File: src/design/cdsb_pkg.sv
// constants for the core debug state and breakpoint register block
// What this block does
// - on debug entry, copy the interrupted core's saved status word into the status copy.
// - status bits 0..4: events on, irqs on, event setup, in handler, kernel mode.
// - status bit 7 flags fast issue, bit 6 flags paused waiting for events or lock.
// - bit 8 read-only issue mode, bit 9 entry issue mode, bit 10 address space id.
// - on debug entry store the saved program counter, full 32 bits, read/write.
// - on debug entry store the saved stack pointer, full 32 bits, read/write.
// - handler loads 8-bit core number; block presents it as first read operand.
// - handler loads 5-bit register index; block presents it as second read operand.
// - 3-bit cause code resets to 0: host, debug call, ibreak, data, resource watch.
// - cause bits 15:8 hold the causing thread, zero for host requests.
// - cause bits 17:16 hold firing unit, zero for host/call, lowest wins.
// - event data word takes watch address or resource id on a watchpoint hit.
// - 8-bit run-control vector holds back every marked core after debug return.
// - eight scratch words shared between handler and external config-side debugger.
// - four instruction breakpoints compare their address with the pc and trap.
// - breakpoint control bits 23:16 are a per-thread enable mask, reset 0.
// - control bit 1 selects equal (0) or not-equal (1) match, reset 0.
// - control bit 0 enables the breakpoint, reset 0.
`default_nettype none

package cdsb_pkg;

  // ------------------------------------------------------------
  // bus geometry: printed offsets are word indices
  // ------------------------------------------------------------
  localparam int APB_AW = 12;
  localparam int IDX_LSB = 2;
  localparam int IDX_W = 8;

  // ------------------------------------------------------------
  // register indices (byte address is four times these)
  // ------------------------------------------------------------
  localparam logic [7:0] IX_ISTAT = 8'h08;
  localparam logic [7:0] IX_IMASK = 8'h09;
  localparam logic [7:0] IX_STATUS = 8'h10;
  localparam logic [7:0] IX_PC = 8'h11;
  localparam logic [7:0] IX_SP = 8'h12;
  localparam logic [7:0] IX_TSEL = 8'h13;
  localparam logic [7:0] IX_RSEL = 8'h14;
  localparam logic [7:0] IX_CAUSE = 8'h15;
  localparam logic [7:0] IX_DATA = 8'h16;
  localparam logic [7:0] IX_RUN = 8'h18;
  localparam logic [7:0] IX_SCR = 8'h20;
  localparam logic [7:0] IX_IBA = 8'h30;
  localparam logic [7:0] IX_IBC = 8'h40;
  localparam int SCR_N = 8;
  localparam int BRK_N = 4;
  localparam int THREADS = 8;

  // ------------------------------------------------------------
  // saved status word fields
  // ------------------------------------------------------------
  localparam int EVENTS_ENABLED_BIT = 0;
  localparam int IRQ_ENABLED_BIT = 1;
  localparam int EVENT_SETUP_BIT = 2;
  localparam int IN_HANDLER_BIT = 3;
  localparam int KERNEL_MODE_BIT = 4;
  localparam int PAUSED_WAITING_BIT = 6;
  localparam int FAST_ISSUE_BIT = 7;
  localparam int ISSUE_MODE_BIT = 8;
  localparam int ENTRY_MODE_BIT = 9;
  localparam int ADDRESS_SPACE_ID_BIT = 10;
  localparam logic [31:0] STATUS_CAPTURE_MASK = 32'h0000_07DF;
  localparam logic [31:0] STATUS_SW_MASK = 32'h0000_06DF;

  // ------------------------------------------------------------
  // cause register layout and codes
  // ------------------------------------------------------------
  localparam int CAUSE_THREAD_LSB = 8;
  localparam int CAUSE_UNIT_LSB = 16;
  localparam logic [2:0] CAUSE_NONE = 3'h0;
  localparam logic [2:0] CAUSE_HOST = 3'h1;
  localparam logic [2:0] CAUSE_CALL = 3'h2;
  localparam logic [2:0] CAUSE_IBRK = 3'h3;
  localparam logic [2:0] CAUSE_DWATCH = 3'h4;
  localparam logic [2:0] CAUSE_RWATCH = 3'h5;

  // ------------------------------------------------------------
  // breakpoint control layout
  // ------------------------------------------------------------
  localparam int IBC_ON_BIT = 0;
  localparam int IBC_SENSE_BIT = 1;
  localparam int IBC_MASK_LSB = 16;

  // ------------------------------------------------------------
  // interrupt status bits, reset value
  // ------------------------------------------------------------
  localparam int IRQ_W = 3;
  localparam int IRQ_ENTRY = 0;
  localparam int IRQ_LOST = 1;
  localparam int IRQ_MSG = 2;
  localparam logic [31:0] RST_WORD = 32'h0000_0000;

endpackage : cdsb_pkg

`default_nettype wire

File: src/design/cdsb_top.sv
// debug state capture, run control, scratch and instruction breakpoint block
`default_nettype none

module cdsb_top
  import cdsb_pkg::*;
(
  // clock and reset
  input wire logic sys_clk,
  input wire logic rst_n,
  // apb slave
  input wire logic psel,
  input wire logic penable,
  input wire logic pwrite,
  input wire logic [APB_AW-1:0] paddr,
  input wire logic [31:0] pwdata,
  output logic [31:0] prdata,
  output logic pready,
  output logic pslverr,
  // interrupt
  output logic irq,
  // interrupted core state, sampled on entry
  input wire logic [31:0] coreStatus,
  input wire logic [31:0] corePc,
  input wire logic [31:0] coreSp,
  // debug event sources from the pipeline
  input wire logic hostDbgReq,
  input wire logic dcallReq,
  input wire logic dwatchHit,
  input wire logic rwatchHit,
  input wire logic [2:0] evtThread,
  input wire logic [1:0] evtUnit,
  input wire logic [31:0] evtData,
  // issued instruction, for breakpoint compare
  input wire logic issueValid,
  input wire logic [2:0] issueThread,
  input wire logic [31:0] issuePc,
  // handler return
  input wire logic dbgReturn,
  // outputs to the pipeline
  output logic dbgTrap,
  output logic inDebug,
  output logic [7:0] runHold,
  output logic [7:0] readThreadSel,
  output logic [4:0] readRegSel,
  output logic [31:0] restoreStatus,
  output logic [31:0] restorePc,
  output logic [31:0] restoreSp,
  // tile configuration view of the scratch words
  input wire logic cfgWrite,
  input wire logic [2:0] cfgIdx,
  input wire logic [31:0] cfgWdata,
  output logic [31:0] cfgRdata
);

  // ------------------------------------------------------------
  // elaboration checks
  // ------------------------------------------------------------
  if (BRK_N != 4 || THREADS != 8 || SCR_N != 8)
  begin : g_bad_geometry
    $error("cdsb_top supports four breakpoints, eight threads, eight scratch words");
  end

  // ------------------------------------------------------------
  // state
  // ------------------------------------------------------------
  typedef struct packed {
    logic [31:0] status;
    logic [31:0] pc;
    logic [31:0] sp;
    logic [7:0] tsel;
    logic [4:0] rsel;
    logic [2:0] cause;
    logic [7:0] cthread;
    logic [1:0] cunit;
    logic [31:0] data;
    logic [7:0] run;
    logic [SCR_N-1:0][31:0] scr;
    logic [BRK_N-1:0][31:0] iba;
    logic [BRK_N-1:0][7:0] ibMask;
    logic [BRK_N-1:0] ibSense;
    logic [BRK_N-1:0] ibOn;
    logic [IRQ_W-1:0] istat;
    logic [IRQ_W-1:0] imask;
    logic inDbg;
    logic trap;
    logic ready;
    logic slverr;
    logic [31:0] rdata;
    logic [31:0] cfgRd;
    logic irq;
  } cdsb_state_t;

  cdsb_state_t state_reg;
  cdsb_state_t state_next;

  logic [IDX_W-1:0] idx;
  logic wrAcc;
  logic rdSetup;
  logic [BRK_N-1:0] brkHit;
  logic anyEvt;
  logic [IRQ_W-1:0] irqSet;
  logic [31:0] rdWord;
  logic rdMapped;

  // lowest-numbered set bit; ties go to the smaller unit
  function automatic logic [1:0] lowestHit(input logic [BRK_N-1:0] v);
    lowestHit = 2'h0;
    for (int i = BRK_N - 1; i >= 0; i--)
    begin
      if (v[i])
      begin
        lowestHit = 2'(i);
      end
    end
  endfunction

  // true when an index falls in a block of consecutive words
  function automatic logic inBlock(input logic [IDX_W-1:0] ix, input logic [IDX_W-1:0] base, input int n);
    inBlock = (ix >= base) && (int'(ix) < int'(base) + n);
  endfunction

  // ------------------------------------------------------------
  // next-state logic
  // ------------------------------------------------------------
  always_comb
  begin
    state_next = state_reg;
    state_next.trap = 1'b0;
    idx = paddr[IDX_LSB +: IDX_W];
    // writes commit only in the cycle pready is shown; read data is latched in the cycle before
    wrAcc = psel && penable && state_reg.ready && pwrite;
    rdSetup = psel && penable && !state_reg.ready;
    irqSet = '0;

    // breakpoint compare per issued instruction
    brkHit = '0;
    for (int b = 0; b < BRK_N; b++)
    begin
      brkHit[b] = issueValid && state_reg.ibOn[b]
        && state_reg.ibMask[b][issueThread]
        && (state_reg.ibSense[b] ? (issuePc != state_reg.iba[b])
                                 : (issuePc == state_reg.iba[b]));
    end
    anyEvt = hostDbgReq || dcallReq || (|brkHit) || dwatchHit || rwatchHit;

    // software writes
    if (wrAcc)
    begin
      if (idx == IX_STATUS)
      begin
        // issue-mode bit 8 and reserved bits keep their value
        state_next.status = (state_reg.status & ~STATUS_SW_MASK) | (pwdata & STATUS_SW_MASK);
      end
      if (idx == IX_PC)
      begin
        state_next.pc = pwdata;
      end
      if (idx == IX_SP)
      begin
        state_next.sp = pwdata;
      end
      if (idx == IX_TSEL)
      begin
        state_next.tsel = pwdata[7:0];
      end
      if (idx == IX_RSEL)
      begin
        state_next.rsel = pwdata[4:0];
      end
      if (idx == IX_CAUSE)
      begin
        state_next.cause = pwdata[2:0];
        state_next.cthread = pwdata[CAUSE_THREAD_LSB +: 8];
        state_next.cunit = pwdata[CAUSE_UNIT_LSB +: 2];
      end
      if (idx == IX_DATA)
      begin
        state_next.data = pwdata;
      end
      if (idx == IX_RUN)
      begin
        state_next.run = pwdata[7:0];
      end
      if (inBlock(idx, IX_SCR, SCR_N))
      begin
        state_next.scr[idx[2:0]] = pwdata;
      end
      if (inBlock(idx, IX_IBA, BRK_N))
      begin
        state_next.iba[idx[1:0]] = pwdata;
      end
      if (inBlock(idx, IX_IBC, BRK_N))
      begin
        state_next.ibMask[idx[1:0]] = pwdata[IBC_MASK_LSB +: 8];
        state_next.ibSense[idx[1:0]] = pwdata[IBC_SENSE_BIT];
        state_next.ibOn[idx[1:0]] = pwdata[IBC_ON_BIT];
      end
      if (idx == IX_IMASK)
      begin
        state_next.imask = pwdata[IRQ_W-1:0];
      end
      if (idx == IX_ISTAT)
      begin
        // write one to clear
        state_next.istat = state_reg.istat & ~pwdata[IRQ_W-1:0];
      end
    end

    // the configuration side wins a same-cycle clash on a scratch word
    if (cfgWrite)
    begin
      state_next.scr[cfgIdx] = cfgWdata;
      irqSet[IRQ_MSG] = 1'b1;
    end

    // handler return releases the debug state
    if (dbgReturn)
    begin
      state_next.inDbg = 1'b0;
    end

    // debug entry: capture beats a software write in the same cycle
    if (anyEvt && !state_reg.inDbg)
    begin
      state_next.inDbg = 1'b1;
      state_next.trap = 1'b1;
      state_next.status = coreStatus & STATUS_CAPTURE_MASK;
      state_next.pc = corePc;
      state_next.sp = coreSp;
      irqSet[IRQ_ENTRY] = 1'b1;
      // fixed priority: host, call, ibreak, data watch, resource watch
      if (hostDbgReq)
      begin
        state_next.cause = CAUSE_HOST;
        state_next.cthread = 8'h00;
        state_next.cunit = 2'h0;
      end
      else if (dcallReq)
      begin
        state_next.cause = CAUSE_CALL;
        state_next.cthread = {5'h00, evtThread};
        state_next.cunit = 2'h0;
      end
      else if (|brkHit)
      begin
        state_next.cause = CAUSE_IBRK;
        state_next.cthread = {5'h00, issueThread};
        state_next.cunit = lowestHit(brkHit);
      end
      else if (dwatchHit)
      begin
        state_next.cause = CAUSE_DWATCH;
        state_next.cthread = {5'h00, evtThread};
        state_next.cunit = evtUnit;
        state_next.data = evtData;
      end
      else
      begin
        state_next.cause = CAUSE_RWATCH;
        state_next.cthread = {5'h00, evtThread};
        state_next.cunit = evtUnit;
        state_next.data = evtData;
      end
    end
    else if (anyEvt)
    begin
      // already in the handler: the event is dropped but flagged
      irqSet[IRQ_LOST] = 1'b1;
    end

    // sticky status: a set in the clearing cycle survives
    state_next.istat = state_next.istat | irqSet;
    state_next.irq = |(state_next.istat & state_next.imask);

    // register read decode; unmapped indices answer with an error
    rdWord = RST_WORD;
    rdMapped = 1'b1;
    if (idx == IX_STATUS)
    begin
      rdWord = state_reg.status;
    end
    else if (idx == IX_PC)
    begin
      rdWord = state_reg.pc;
    end
    else if (idx == IX_SP)
    begin
      rdWord = state_reg.sp;
    end
    else if (idx == IX_TSEL)
    begin
      rdWord = {24'h000000, state_reg.tsel};
    end
    else if (idx == IX_RSEL)
    begin
      rdWord = {27'h0000000, state_reg.rsel};
    end
    else if (idx == IX_CAUSE)
    begin
      rdWord = {14'h0000, state_reg.cunit, state_reg.cthread, 5'h00, state_reg.cause};
    end
    else if (idx == IX_DATA)
    begin
      rdWord = state_reg.data;
    end
    else if (idx == IX_RUN)
    begin
      rdWord = {24'h000000, state_reg.run};
    end
    else if (inBlock(idx, IX_SCR, SCR_N))
    begin
      rdWord = state_reg.scr[idx[2:0]];
    end
    else if (inBlock(idx, IX_IBA, BRK_N))
    begin
      rdWord = state_reg.iba[idx[1:0]];
    end
    else if (inBlock(idx, IX_IBC, BRK_N))
    begin
      rdWord = {8'h00, state_reg.ibMask[idx[1:0]], 14'h0000,
                state_reg.ibSense[idx[1:0]], state_reg.ibOn[idx[1:0]]};
    end
    else if (idx == IX_ISTAT)
    begin
      rdWord = {29'h00000000, state_reg.istat};
    end
    else if (idx == IX_IMASK)
    begin
      rdWord = {29'h00000000, state_reg.imask};
    end
    else
    begin
      rdMapped = 1'b0;
    end

    // one wait state: pready rises in the second access cycle
    state_next.ready = rdSetup;
    state_next.slverr = rdSetup && !rdMapped;
    if (rdSetup && !pwrite)
    begin
      state_next.rdata = rdWord;
    end
    state_next.cfgRd = state_reg.scr[cfgIdx];
  end

  // ------------------------------------------------------------
  // state register
  // ------------------------------------------------------------
  always_ff @(posedge sys_clk or negedge rst_n)
  begin
    if (!rst_n)
    begin
      state_reg <= '0;
    end
    else
    begin
      state_reg <= state_next;
    end
  end

  // ------------------------------------------------------------
  // outputs, all straight from the state register
  // ------------------------------------------------------------
  assign prdata = state_reg.rdata;
  assign pready = state_reg.ready;
  assign pslverr = state_reg.slverr;
  assign irq = state_reg.irq;
  assign dbgTrap = state_reg.trap;
  assign inDebug = state_reg.inDbg;
  assign runHold = state_reg.run;
  assign readThreadSel = state_reg.tsel;
  assign readRegSel = state_reg.rsel;
  assign restoreStatus = state_reg.status;
  assign restorePc = state_reg.pc;
  assign restoreSp = state_reg.sp;
  assign cfgRdata = state_reg.cfgRd;

endmodule // cdsb_top

`default_nettype wire

File: config.mk
export PLATFORM = sky130hd
export DESIGN_NAME = cdsb_top
export DESIGN_NICKNAME = d
export VERILOG_FILES = /design/src/design/cdsb_pkg.sv /design/src/design/cdsb_top.sv
export SDC_FILE = /design/constraint.sdc
export NUM_CORES = 2
export LEC_CHECK = 0
export BUFFER_PORTS_ARGS = -buffer_cell sky130_fd_sc_hd__buf_4
export CAP_MARGIN = 0
export CORE_MARGIN = 4
export CORE_UTILIZATION = 35
export DETAILED_ROUTE_END_ITERATION = 10
export PLACE_DENSITY = 0.51
export REMOVE_ABC_BUFFERS = 1
export SETUP_SLACK_MARGIN = 0.02
export SLEW_MARGIN = 20
export SYNTH_ARGS = -nofsm -noshare
export SYNTH_HDL_FRONTEND = slang
export SYNTH_SLANG_ARGS = --single-unit
File: constraint.sdc
create_clock -name sys_clk -period 2.4 [get_ports sys_clk]
set_input_delay 0.48 -clock sys_clk [delete_from_list [all_inputs] [get_ports sys_clk]]
set_output_delay 0.48 -clock sys_clk [all_outputs]
set_load 0.01 [all_outputs]
==> impl_summary.txt <==
----------------------------------------------------
[Placed design]
  Buffers on Ports ... 396
  DP Worst Slack ... -1160 ps
  Detail Placement HPWL ... 104000 um
  Final RePlAce weighted congestion ... 0.922

[Route]
  First-pass detailed-route iteration total ... 6
  Post-route antenna net violation count ... 0
  Detailed-route DRC error count ... 0
  Initial detailed-routing violation count ... 2259
  Post-Route WL ... 144000 um
  Via count ... 27900
  Via-to-Cell Ratio ... 5.48
  Average wire per cell in the routed design ... 28.3 um

[Floorplan]
  Initial cell density of the core ... 35.5%
  Die span in x ... 333 um
  I/O Pins ... 445
  Standard cell core area ... 104000 um2
  Die Y ... 333 um
  # rows ... 118
  Total Die Area ... 111000 um2

[Layout]
  Flip-flop count of the largest register after layout ... 475
  Layout fillers ... 9867
  Nets ... 3911
  Layout overhead on the synthesized area ... 26.2%
  Layout cells sized above 1 ... 43.8%
  Sequential cell area ... 16000 um2
  Multi-input logic area ... 18700 um2

[STA]
  Hold violation count in the final report ... 0
  Slew at the pin closest to its max-slew limit ... 900 ps
  Final setup margin ... -791 ps
  Final-layout worst hold slack ... 53.3 ps
  Setup-violating endpoint count in the final report ... 124
  Total Negative Setup Slacks ... -89420 ps
  Final period util ... 133%
  Max Fclk ... 0.313 GHz
  Post-route clock skew ... 24.0 ps
  Post-layout min period ... 3190 ps
  Setup repair after global routing missed its margin ... yes
  Max_slew headroom ... 39.8%
  Pins over their slew limit ... 0

[Min path]
  Worst min-delay path class ... input port to flop
  Startpoint of the tightest hold check path ... dbgReturn
  Hold Crit Depth ... 2
  Hold EP ... inDebug

[Setup path]
  Crit path DAT ... 3710 ps
  Critical path peak fanout ... 8
  Required @ worst endpoint ... 2920 ps
  Critical path launch point type ... flop
  Worst Setup End Kind ... flop
  Endpoint of the most critical register-to-register path ... restoreSp[3]
  Worst r2r path cells ... 10
  Start-to-end type of the worst setup path ... flop to flop
  Setup slack of the most critical reg-to-reg path ... -790 ps
  Startpoint of the worst-slack reg-to-reg timing path ... state_reg[241]

[CTS]
  CTS Buf Count ... 79
  Clock sinks ... 639
  Deepest level of the CTS H-tree ... 3
  Latest clock arrival within the worst-skew pair ... 640 ps
  Clock transition time at the flip-flop clock pins of the worst setup and hold paths ... 50 ps
  CTS root buffer ... sky130_fd_sc_hd__clkbuf_16
  Buffers from clock root to sink, at most ... 3
  CTS tree ... yes

[Synth]
  Flop and latch count out of synthesis ... 639
  Synth Instances ... 3160
  Synthesis Warnings ... 0
  Proportion of synthesized flip-flops having asynchronous set or reset ... 100%
  Portion of the post-synthesis area used by sequential elements ... 43.2%
  Main flop type after synthesis ... sky130_fd_sc_hd__dfrtp_1
  Summed instance area of the synthesized netlist ... 37000 um2
  Post-Syn Area per Cell ... 11.7 um2
  Cell variety after synth ... 70
  Post-synth EDFFs ... 0

[Power]
  Leakage dissipation ... 21.5 nW
  Pwr dens ... 677 nW/um2
  Maximum ir drop on the vdd rail ... 0.490 mV

[GRT]
  All-Layer GR Usage ... 25.1%
  Maximum number of pins on one net before global-route repair ... 82
  Initial antenna violation count ... 20
  Global-route wire length before repair ... 206000 um
  Final global-route overflow total ... 0
  Via count of the first global-routing pass ... 28200

[Status]
  Violated checks ... setup timing
  Result of the run ... complete, but fails checks

[Run]
  Number of violations of the max-capacitance limit ... 0

----------------------------------------------------
cells in the final DEF (no fill, tap or decap), types with 13 or more instances in the layout:
cell / instances
sky130_fd_sc_hd__buf_12: 79
sky130_fd_sc_hd__buf_4: 749
sky130_fd_sc_hd__nand4_1: 13
sky130_fd_sc_hd__nor2_1: 184
sky130_fd_sc_hd__nor4_1: 31
sky130_fd_sc_hd__mux2_2: 343
sky130_fd_sc_hd__nand2_1: 230
sky130_fd_sc_hd__clkbuf_1: 20
sky130_fd_sc_hd__mux4_2: 174
sky130_fd_sc_hd__a21oi_1: 169
sky130_fd_sc_hd__o21ai_0: 158
sky130_fd_sc_hd__dfrtp_1: 639
sky130_fd_sc_hd__conb_1: 22
sky130_fd_sc_hd__clkbuf_16: 88
sky130_fd_sc_hd__mux2_4: 94
sky130_fd_sc_hd__xor2_1: 127
sky130_fd_sc_hd__a221oi_1: 28
sky130_fd_sc_hd__nor3_1: 13
sky130_fd_sc_hd__mux2i_1: 304
sky130_fd_sc_hd__a22oi_1: 14
timing repair:
item,CTS,global route
hold buffers,1,0
gates resized for setup,72,10
cloned,3,5
endpoints found under the hold margin,25,0
setup endpoints to repair,125,126
pin swaps,7,6
setup buffers,11,2
worst max-delay path, stage by stage, from the launching register on:
cell and delay, ps:
sky130_fd_sc_hd__dfrtp_1 390, sky130_fd_sc_hd__xor2_1 160, sky130_fd_sc_hd__nor4_1 570, sky130_fd_sc_hd__nand4_1 260, sky130_fd_sc_hd__o211a_1 290, sky130_fd_sc_hd__nor2_1 230, sky130_fd_sc_hd__nand4_4 190, sky130_fd_sc_hd__o21ai_4 230
sky130_fd_sc_hd__buf_12 230, sky130_fd_sc_hd__buf_12 160, sky130_fd_sc_hd__mux2_2 330
power by group:
| part | internal [W] | switching, W |
|---|---|---|
| combinational | 0.00357 | 0.00279 |
| sequential | 0.0122 | 0.00113 |
| clock | 0.00699 | 0.00486 |
| total | 0.0228 | 0.00878 |
synth_stat cells, types with 4 or more instances:
cell type,n,area (um2)
sky130_fd_sc_hd__a22oi_1,15,113
sky130_fd_sc_hd__mux2_2,377,4250
sky130_fd_sc_hd__clkbuf_1,174,653
sky130_fd_sc_hd__buf_1,54,203
sky130_fd_sc_hd__buf_12,5,100
sky130_fd_sc_hd__a31oi_1,9,56.3
sky130_fd_sc_hd__nor2_1,188,706
sky130_fd_sc_hd__mux2_4,52,781
sky130_fd_sc_hd__nor2b_1,9,56.3
sky130_fd_sc_hd__buf_4,183,1370
sky130_fd_sc_hd__o31ai_1,9,67.6
sky130_fd_sc_hd__o221ai_1,4,35.0
sky130_fd_sc_hd__xor2_1,128,1120
sky130_fd_sc_hd__mux2i_1,306,3060
sky130_fd_sc_hd__nand2_1,236,886
sky130_fd_sc_hd__buf_6,5,56.3
sky130_fd_sc_hd__buf_2,36,180
sky130_fd_sc_hd__o21ai_0,159,796
sky130_fd_sc_hd__o22ai_1,8,50.1
sky130_fd_sc_hd__nor4_1,37,231
sky130_fd_sc_hd__nand4_1,13,81.3
sky130_fd_sc_hd__nand2b_1,7,43.8
sky130_fd_sc_hd__nor3_1,18,90.1
sky130_fd_sc_hd__a21oi_1,171,856
sky130_fd_sc_hd__nand4b_1,4,35.0
sky130_fd_sc_hd__inv_1,10,37.5
sky130_fd_sc_hd__a41oi_1,4,35.0
sky130_fd_sc_hd__mux4_2,174,3920
sky130_fd_sc_hd__o2111ai_1,9,78.8
sky130_fd_sc_hd__a221oi_1,28,245
sky130_fd_sc_hd__clkbuf_2,4,20.0
sky130_fd_sc_hd__nand3_1,10,50.1
sky130_fd_sc_hd__dfrtp_1,639,16000
sky130_fd_sc_hd__a221o_1,12,120
sky130_fd_sc_hd__mux2_1,8,90.1
logic make-up (layout without fill, tap and decap cells):
| family | after synthesis | after routing | synth area share [%] |
|---|---|---|---|
| mux | 917 | 917 | 32.7 |
| flops | 639 | 639 | 43.2 |
| simple gates | 547 | 547 | 6.55 |
| buf+inv | 474 | 996 | 7.19 |
| compound gates | 454 | 454 | 7.25 |
| xor+xnor | 128 | 128 | 3.03 |
| other cells | 1 | 31 | 0.0101 |
through the flow:
step	power [W]	instances	util (%)	area [um2]
after floorplan	0.0164	2718	-	34400
after global placement	0.0195	4930	41.7	43500
after detailed placement	0.0197	4930	41.7	43500
after CTS	0.0318	5077	44.6	46500
after global routing	0.0329	5088	44.8	46700
final	0.0316	5092	44.8	46700
routing by layer:
layer,routed length [um],GRT usage [%],vias up
li1,-,-,12300
met1,63800,34.8,14500
met2,67700,40.2,947
met3,8360,4.49,204
met4,4190,7.81,14
met5,92,0,-
how the worst max path moves through the flow:
stage / from / end / cells past startpoint
floorplan: paddr[9] / state_reg[339] / 5
global placement: issuePc[21] / restorePc[31] / 12
detailed placement: issuePc[21] / restoreSp[31] / 12
CTS: state_reg[136] / restoreSp[0] / 11
global route: state_reg[138] / restoreSp[3] / 11
finish: state_reg[241] / restoreSp[3] / 10
area by class of cell:
cell class,instances,share of cell area (%)
well taps,1380,3.70
multi-input cells,2068,40.2
clock inverters,20,0.467
inverters,11,0.0885
clock buffers,112,4.88
repair buffers,853,16.4
diodes,9,0.0483
flip-flops and latches,639,34.3
Power figures use the tool's default switching activity.
